**src/fsp_defs.vh**
```
`ifndef FSP_DEFS_VH
`define FSP_DEFS_VH

// register offsets (byte addresses on the plain register port)
`define FSP_ADDR_CTRL 8'h00
`define FSP_ADDR_STAT 8'h01
`define FSP_ADDR_GUARD 8'h02
`define FSP_ADDR_ADDRL 8'h03
`define FSP_ADDR_ADDRH 8'h04
`define FSP_ADDR_DATA 8'h05
`define FSP_ADDR_OPTION 8'h06

// control register (flash_program_control_status) fields
`define FSP_CTRL_RESET 8'h00
`define FSP_CTRL_PROG 0
`define FSP_CTRL_SERASE 1
`define FSP_CTRL_MERASE 2
`define FSP_CTRL_OPTWR 3

// status register fields
`define FSP_STAT_BUSY 0
`define FSP_STAT_REJ_SECT 1
`define FSP_STAT_REJ_ROP 2
`define FSP_STAT_ROP 3
`define FSP_STAT_ARMED 4
`define FSP_STAT_PURGE 5
`define FSP_STAT_TOOL 6

// guard unlock keys, written in this order
`define FSP_KEY1 8'h56
`define FSP_KEY2 8'hae

// option byte
`define FSP_OPT_ROP_BIT 0
`define FSP_OPT_RESET 8'h00

// sector map: 4 Kbyte sectors at the top of the 64K space
`define FSP_SECT0_BASE 4'hf
`define FSP_SECT1_BASE 4'he

// flash sizes in Kbytes
`define FSP_SIZE_4K 8'd4
`define FSP_SIZE_8K 8'd8

// operation times
`define FSP_PROG_TIME_NS 10000
`define FSP_ERASE_TIME_NS 40000
`define FSP_CLK_PERIOD_NS 5

`endif

```
**src/fsp_flash_protect.v**
```verilog
// The register addresses and the address-and-strobe port were left to the implementer.
`timescale 1ns/10ps
`include "fsp_defs.vh"

module fsp_flash_protect #(
    parameter SIZE_KB = 8'd60,
    parameter PROG_CYCLES = `FSP_PROG_TIME_NS / `FSP_CLK_PERIOD_NS,
    parameter ERASE_CYCLES = `FSP_ERASE_TIME_NS / `FSP_CLK_PERIOD_NS
) (
    input wire sys_clk,
    input wire sys_rst,
    input wire clk_en,
    input wire [7:0] reg_addr,
    input wire [7:0] reg_wdata,
    input wire reg_wr,
    input wire reg_rd,
    output reg [7:0] reg_rdata,
    input wire incircuit_comm_mode,
    input wire incircuit_programming_mode,
    input wire tool_inserted,
    input wire tool_attached,
    input wire ext_read_req,
    input wire [15:0] ext_read_addr,
    input wire [7:0] flash_rdata,
    output reg [7:0] ext_read_data,
    output reg ext_read_blocked,
    output reg flash_prog,
    output reg flash_sector_erase,
    output reg flash_mass_erase,
    output reg [15:0] flash_addr,
    output reg [7:0] flash_wdata,
    output reg readout_protect_option_bit,
    output reg app_serial_pins_en
);
    localparam ST_IDLE = 3'd0;
    localparam ST_PROG = 3'd1;
    localparam ST_SERASE = 3'd2;
    localparam ST_MERASE = 3'd3;
    localparam ST_PURGE = 3'd4;
    localparam ST_OPT = 3'd5;

    reg [2:0] state;
    reg [2:0] next_state;
    reg [7:0] ctrl;
    reg [7:0] option_byte;
    reg [7:0] pend_option;
    reg [15:0] op_addr;
    reg [7:0] op_data;
    reg [1:0] guard;
    reg rej_sect;
    reg rej_rop;
    reg tool_mode;
    reg timer_start;
    reg [15:0] timer_cycles;
    wire timer_busy;
    wire timer_done;
    wire [1:0] sector;
    wire present;
    wire allowed;

    function [7:0] fsp_status;
        input [2:0] st;
        input rs;
        input rr;
        input rop;
        input armed;
        input tm;
        begin
            fsp_status = 8'h00;
            fsp_status[`FSP_STAT_BUSY] = (st != ST_IDLE);
            fsp_status[`FSP_STAT_REJ_SECT] = rs;
            fsp_status[`FSP_STAT_REJ_ROP] = rr;
            fsp_status[`FSP_STAT_ROP] = rop;
            fsp_status[`FSP_STAT_ARMED] = armed;
            fsp_status[`FSP_STAT_PURGE] = (st == ST_PURGE);
            fsp_status[`FSP_STAT_TOOL] = tm;
        end
    endfunction

    fsp_sector_check #(
        .SIZE_KB(SIZE_KB)
    ) u_check (
        .addr(op_addr),
        .tool_mode(tool_mode),
        .sector(sector),
        .present(present),
        .allowed(allowed)
    );

    fsp_op_timer #(
        .WIDTH(16)
    ) u_timer (
        .sys_clk(sys_clk),
        .sys_rst(sys_rst),
        .clk_en(clk_en),
        .start(timer_start),
        .cycles(timer_cycles),
        .busy(timer_busy),
        .done(timer_done)
    );

    wire ctrl_wr = reg_wr && (reg_addr == `FSP_ADDR_CTRL);
    wire guard_open = (guard == 2'd2);
    wire rop_on = option_byte[`FSP_OPT_ROP_BIT];
    // protection drops only when the new option clears the bit
    wire rop_removal = rop_on && !pend_option[`FSP_OPT_ROP_BIT];

    always @* begin
        tool_mode = tool_inserted || incircuit_programming_mode ||
            incircuit_comm_mode;
    end

    // request decode: a command only counts on a guarded write
    always @* begin
        next_state = ST_IDLE;
        if (ctrl_wr && guard_open) begin
            if (reg_wdata[`FSP_CTRL_OPTWR] && tool_mode) begin
                next_state = rop_removal ? ST_PURGE : ST_OPT;
            end else if (rop_on) begin
                next_state = ST_IDLE;
            end else if (reg_wdata[`FSP_CTRL_MERASE] && tool_mode) begin
                next_state = ST_MERASE;
            end else if (reg_wdata[`FSP_CTRL_SERASE] && allowed) begin
                next_state = ST_SERASE;
            end else if (reg_wdata[`FSP_CTRL_PROG] && allowed) begin
                next_state = ST_PROG;
            end
        end
    end

    wire cmd_any = |reg_wdata[3:0];
    wire rej_rop_ev = ctrl_wr && guard_open && cmd_any && rop_on &&
        !(reg_wdata[`FSP_CTRL_OPTWR] && tool_mode);
    wire rej_sect_ev = ctrl_wr && guard_open && cmd_any && !rop_on &&
        (next_state == ST_IDLE);

    always @(posedge sys_clk or posedge sys_rst) begin
        if (sys_rst) begin
            state <= ST_IDLE;
            ctrl <= `FSP_CTRL_RESET;
            option_byte <= `FSP_OPT_RESET;
            pend_option <= `FSP_OPT_RESET;
            op_addr <= 16'h0000;
            op_data <= 8'h00;
            guard <= 2'd0;
            rej_sect <= 1'b0;
            rej_rop <= 1'b0;
            timer_start <= 1'b0;
            timer_cycles <= 16'h0000;
            reg_rdata <= 8'h00;
            ext_read_data <= 8'h00;
            ext_read_blocked <= 1'b0;
            flash_prog <= 1'b0;
            flash_sector_erase <= 1'b0;
            flash_mass_erase <= 1'b0;
            flash_addr <= 16'h0000;
            flash_wdata <= 8'h00;
            readout_protect_option_bit <= 1'b0;
            app_serial_pins_en <= 1'b1;
        end else if (clk_en) begin
            timer_start <= 1'b0;
            flash_prog <= 1'b0;
            flash_sector_erase <= 1'b0;
            flash_mass_erase <= 1'b0;
            readout_protect_option_bit <= option_byte[`FSP_OPT_ROP_BIT];
            app_serial_pins_en <= !tool_attached;

            if (reg_wr && state == ST_IDLE) begin
                case (reg_addr)
                    `FSP_ADDR_ADDRL: op_addr[7:0] <= reg_wdata;
                    `FSP_ADDR_ADDRH: op_addr[15:8] <= reg_wdata;
                    `FSP_ADDR_DATA: op_data <= reg_wdata;
                    `FSP_ADDR_OPTION: pend_option <= reg_wdata;
                    default: ;
                endcase
            end

            // two-key sequence; a wrong guard write or a control write re-locks
            if (reg_wr && reg_addr == `FSP_ADDR_GUARD) begin
                if (guard == 2'd0 && reg_wdata == `FSP_KEY1) begin
                    guard <= 2'd1;
                end else if (guard == 2'd1 && reg_wdata == `FSP_KEY2) begin
                    guard <= 2'd2;
                end else begin
                    guard <= 2'd0;
                end
            end else if (ctrl_wr) begin
                guard <= 2'd0;
            end

            // sticky reject flags: a new reject wins over a clear
            if (rej_sect_ev) begin
                rej_sect <= 1'b1;
            end else if (ctrl_wr) begin
                rej_sect <= 1'b0;
            end
            if (rej_rop_ev) begin
                rej_rop <= 1'b1;
            end else if (ctrl_wr) begin
                rej_rop <= 1'b0;
            end

            case (state)
                ST_IDLE: begin
                    if (ctrl_wr && guard_open && next_state != ST_IDLE) begin
                        state <= next_state;
                        ctrl <= {4'h0, reg_wdata[3:0]};
                        timer_start <= 1'b1;
                        timer_cycles <= (next_state == ST_PROG) ?
                            PROG_CYCLES[15:0] : ERASE_CYCLES[15:0];
                        flash_addr <= op_addr;
                        flash_wdata <= op_data;
                        flash_prog <= (next_state == ST_PROG);
                        flash_sector_erase <= (next_state == ST_SERASE);
                        flash_mass_erase <= (next_state == ST_MERASE) ||
                            (next_state == ST_PURGE);
                    end
                end
                ST_PURGE: begin
                    // option is updated only after the array is blank
                    if (timer_done) begin
                        option_byte <= pend_option;
                        state <= ST_IDLE;
                        ctrl <= `FSP_CTRL_RESET;
                    end
                end
                ST_OPT: begin
                    if (timer_done) begin
                        option_byte <= pend_option;
                        state <= ST_IDLE;
                        ctrl <= `FSP_CTRL_RESET;
                    end
                end
                ST_PROG, ST_SERASE, ST_MERASE: begin
                    if (timer_done) begin
                        state <= ST_IDLE;
                        ctrl <= `FSP_CTRL_RESET;
                    end
                end
                default: state <= ST_IDLE;
            endcase

            if (reg_rd) begin
                case (reg_addr)
                    `FSP_ADDR_CTRL: reg_rdata <= ctrl;
                    `FSP_ADDR_STAT: reg_rdata <= fsp_status(state, rej_sect, rej_rop,
                        rop_on, guard_open, tool_mode);
                    `FSP_ADDR_ADDRL: reg_rdata <= op_addr[7:0];
                    `FSP_ADDR_ADDRH: reg_rdata <= op_addr[15:8];
                    `FSP_ADDR_DATA: reg_rdata <= op_data;
                    `FSP_ADDR_OPTION: reg_rdata <= option_byte;
                    default: reg_rdata <= 8'h00;
                endcase
            end else begin
                reg_rdata <= 8'h00;
            end

            // external dumps see zeros while protection holds
            if (ext_read_req) begin
                ext_read_blocked <= rop_on;
                ext_read_data <= rop_on ? 8'h00 : flash_rdata;
            end else begin
                ext_read_blocked <= 1'b0;
                ext_read_data <= 8'h00;
            end
        end
    end
endmodule // fsp_flash_protect

```
**src/fsp_sector_check.v**
```verilog
`timescale 1ns/10ps
module fsp_sector_check #(
    parameter SIZE_KB = 8'd60
) (
    input wire [15:0] addr,
    input wire tool_mode,
    output reg [1:0] sector,
    output reg present,
    output reg allowed
);
`include "fsp_defs.vh"
    always @* begin
        if (addr[15:12] == `FSP_SECT0_BASE) begin
            sector = 2'd0;
        end else if (addr[15:12] == `FSP_SECT1_BASE) begin
            sector = 2'd1;
        end else begin
            sector = 2'd2;
        end
        // sector 2 spans the rest of the array below e000
        case (sector)
            2'd0: present = 1'b1;
            2'd1: present = (SIZE_KB >= `FSP_SIZE_8K);
            default: present = (SIZE_KB > `FSP_SIZE_8K) &&
                ({4'h0, addr[15:12]} >= (8'd16 - {2'b00, SIZE_KB[7:2]}));
        endcase
        allowed = present && (tool_mode || (sector != 2'd0));
    end
endmodule // fsp_sector_check

```
**src/fsp_op_timer.v**
```verilog
`timescale 1ns/10ps
module fsp_op_timer #(
    parameter WIDTH = 16
) (
    input wire sys_clk,
    input wire sys_rst,
    input wire clk_en,
    input wire start,
    input wire [WIDTH-1:0] cycles,
    output reg busy,
    output reg done
);
    reg [WIDTH-1:0] count;
    always @(posedge sys_clk or posedge sys_rst) begin
        if (sys_rst) begin
            count <= {WIDTH{1'b0}};
            busy <= 1'b0;
            done <= 1'b0;
        end else if (clk_en) begin
            done <= 1'b0;
            if (start && !busy) begin
                count <= cycles;
                busy <= 1'b1;
            end else if (busy) begin
                if (count <= {{(WIDTH-1){1'b0}}, 1'b1}) begin
                    busy <= 1'b0;
                    done <= 1'b1;
                end else begin
                    count <= count - {{(WIDTH-1){1'b0}}, 1'b1};
                end
            end
        end
    end
endmodule // fsp_op_timer

```
**config.mk**
```make
export PLATFORM = sky130hd
export DESIGN_NAME = fsp_flash_protect
export DESIGN_NICKNAME = d
export VERILOG_FILES = /design/src/fsp_flash_protect.v /design/src/fsp_sector_check.v /design/src/fsp_op_timer.v
export VERILOG_INCLUDE_DIRS = /design/src
export SDC_FILE = /design/constraint.sdc
export NUM_CORES = 1
export LEC_CHECK = 0
export BUFFER_PORTS_ARGS = -buffer_cell sky130_fd_sc_hd__buf_2
export CAP_MARGIN = 20
export CORE_ASPECT_RATIO = 1.4
export CORE_UTILIZATION = 55
export CTS_CLUSTER_DIAMETER = 100
export DETAILED_ROUTE_END_ITERATION = 10
export GPL_TIMING_DRIVEN = 1
export PLACE_DENSITY_LB_ADDON = 0.1
export SLEW_MARGIN = 20
export SYNTH_ARGS = -nofsm -noshare
export SYNTH_HDL_FRONTEND = slang
export SYNTH_SLANG_ARGS = --single-unit
```
**constraint.sdc**
```tcl
create_clock -name sys_clk -period 4.5 [get_ports sys_clk]
set_clock_uncertainty 0.2 [all_clocks]
set_input_delay 0.45 -clock sys_clk [delete_from_list [all_inputs] [get_ports sys_clk]]
set_output_delay 0.45 -clock sys_clk [all_outputs]
set_load 0.03 [all_outputs]
```
==> flow_summary.toml <==
[layout]
drive_above_1_share_pct = 35.50
final_common_cell = "dfrtp_1"
antennaDiodeCount = 0
final_util_pct = 67.56
nets = 608
area_growth_pct = 19.57
layout_common_cells = "118 x dfrtp_1, 79 x buf_2, 66 x mux2_2"

[placement]
place.gp.congestion = 0.8929
io_buffers = 79
dpl_worst_slack_ns = 1.414
dpl.hpwl_um = 9407

[logic_synthesis]
async_flop_share_pct = 100.0
ys_warn_count = 0
synth-seq-cells = 119
synth_xor_area_share_pct = 0.3132
synth-edff-count = 0
netlist_instances = 481
synth_top_family_by_area = "multiplexers"
ys_types = 61
ys_seq_area_share_pct = 53.27
synth_nets = 533
synthSimpleGateAreaFrac_pct = 13.18
syn_area_mm2 = 0.005593
synth_compound_area_share_pct = 13.85
synth_fa_ha_area_share_pct = 0.4474
synthFlopType = "dfrtp_1"
syn_area_per_cell_um2 = 11.63
yosys-mux-area-fraction_pct = 15.75

[clock_network]
cts_tree = "yes"
cts-root-buf = "clkbuf_16"
clk_pin_slew_ns = 0.06
insertion_delay_ns = 0.41
postCtsSetupBuffers = 0
cts-htree-levels = 4
cts_buffer_depth = 2
clkSinkCount = 119
cts_buffers = 17

[floorplan]
start_util_pct = 56.50
die-area_mm2 = 0.01058
die_y_um = 121.3
ios = 96
rows = 43
fp.dieW_um = 87.23
core_mm2 = 0.009899

[routing]
routed_wl_um = 13350
drt_iter0_drc = 218
detail_route.wl_per_cell_um = 18.96
vias = 4196
avgViaCountPerCell = 5.960
first_pass_iters = 5
final_antenna_net_count = 0
drc = 0

[critical_path]
crit_required_ns = 4.64
critPathArrivalTime_ns = 3.20
crit_path_frequent_cell = "or4_4"
path_cells = "or4_4 -> or4_4 -> o21ai_2 -> and2_1 -> o22a_1"
worstPathMaxFanout = 20
end_kind = "flop"
cpPeakStageDelay_ns = 0.61
start_kind = "flop"
path_class = "reg -> reg"
crit_slowest_cell = "o21ai_2"

[pwr]
clockPowerShare_pct = 53.3
switching_share_pct = 23.27
switchingPower_w = 0.0006083
power.density_mw_per_mm2 = 390.9
pwr-share-seq_pct = 41.9
p_leak_nw = 3.266
p_total_w = 0.002614
ir_drop_mv = 0.2537
pwr-share-comb_pct = 4.7
intPower_w = 0.002006

[timing]
fin_crit_sh_pct = 67.89
slew_viol_final = 0
setup_tns_ns = 0
fmax_ghz = 0.3273
rsz0062_at_grt = "no"
fin_crit_ns = 3.055
max-slew-margin-rel_pct = 43.71
setup_viol = 0
tightest_slew_ns = 0.8379
hold_viol = 0
worst_slack_ns = 1.445

[global_routing]
grt_max_degree = 44
grt_antenna_before_repair = 0
track_usage_pct = 27.45
overflow = 0
grt_pass1_wl_um = 21440
first_global_vias = 4131

[run]
maxCapViolCount = 0

[min_path]
hold_path.class = "in -> reg"

[status]
status = "complete, no violations"
==> synthesized netlist by cell type, types with 4 or more instances <==
cell type | n | area (um2)
nand3_1 | 9 | 45.04
a31oi_1 | 6 | 37.54
clkbuf_1 | 20 | 75.07
o31ai_1 | 5 | 37.54
mux2i_1 | 7 | 70.07
nand2_1 | 48 | 180.2
dfrtp_1 | 118 | 2953
and2_1 | 4 | 25.02
o2bb2ai_1 | 22 | 192.7
o21ai_0 | 15 | 75.07
a21oi_1 | 12 | 60.06
buf_4 | 4 | 30.03
or4_1 | 7 | 52.55
o22a_1 | 6 | 52.55
a22oi_1 | 8 | 60.06
nand2b_1 | 8 | 50.05
nor2_1 | 22 | 82.58
or2_2 | 5 | 31.28
nor3_1 | 6 | 30.03
mux2_2 | 66 | 743.2
nor4_1 | 5 | 31.28
inv_1 | 13 | 48.80
o22ai_1 | 5 | 31.28
==> worst paths after layout <==
kind | cells past startpoint | slack [ns] | start | endpoint
min in group asynchronous | 3 | 0.40 | sys_rst | ext_read_data[6]
setup / recovery | 5 | 1.44 | u_timer.count[2] | u_timer.count[7]
hold / removal | 3 | 0.08 | flash_rdata[2] | ext_read_data[2]
hold reg to reg | 1 | 0.28 | ext_read_data[2] | ext_read_data[2]
max in group asynchronous | 4 | 2.80 | sys_rst | op_addr[4]
setup reg to reg | 5 | 1.44 | u_timer.count[2] | u_timer.count[7]
==> per-layer routing <==
metal	up-vias	part of all wire (%)	global-route usage, %
met3	42	4.5	5.306
met5	-	0	0
li1	1940	-	-
met4	0	3.9	14.65
met2	144	52	46.65
met1	2070	40	32.53
==> sequential cells by signal, indices dropped and copies added (netlist names), 2 cells and up <==
register       flops
flash_wdata        8
option_byte        8
ext_read_data      8
guard              2
reg_rdata          8
timer_cycles       3
op_data            8
state              3
ctrl               4
op_addr           16
pend_option        8
flash_addr        16
u_timer.count     16
==> through the flow <==
step           hold slack, ns  instances  cell area, um2
6_report              0.07907        704            6688
5_1_grt               0.08141        704            6688
4_1_cts               0.06825        704            6688
3_3_place_gp           0.2638        670            6052
2_1_floorplan          0.2403        481            5593
3_5_place_dp           0.2720        670            6052
==> logic make-up after synthesis <==
logic type / Yosys count
buf+inv: 41
fa+ha+maj: 2
compound gates: 104
mux: 76
simple gates: 137
flops: 119
xor+xnor: 2
==> critical path, delay by kind of cell (launching register included) <==
family / cells / cell delay, ns
simple gates: 3 / 1.52
flops: 1 / 0.44
compound gates: 2 / 0.82
==> power groups by stage <==
stage | combinational [W] | clock [W] | sequential [W]
2_1_floorplan | 0.0000651 | 0 | 0.00112
3_3_place_gp | 0.000121 | 0 | 0.00111
3_5_place_dp | 0.000123 | 0 | 0.00111
4_1_cts | 0.000125 | 0.00141 | 0.00110
5_1_grt | 0.000137 | 0.00146 | 0.00110
6_report | 0.000124 | 0.00139 | 0.00110
==> cell type report <==
cell class	count	area (um2)
Inverter	13	51.30
Fill cell	803	3212
Clock inverter	15	190.2
Timing Repair Buffer	84	437.9
Sequential cell	119	2979
Multi-Input combinational cell	321	2435
Clock buffer	17	425.4
Tap cell	135	168.9
==> what timing repair did <==
action	in CTS	in global routing
hold endpoints to repair	33	0
gates resized for setup	0	0
hold buffers	2	0
Power figures use the tool's default switching activity.
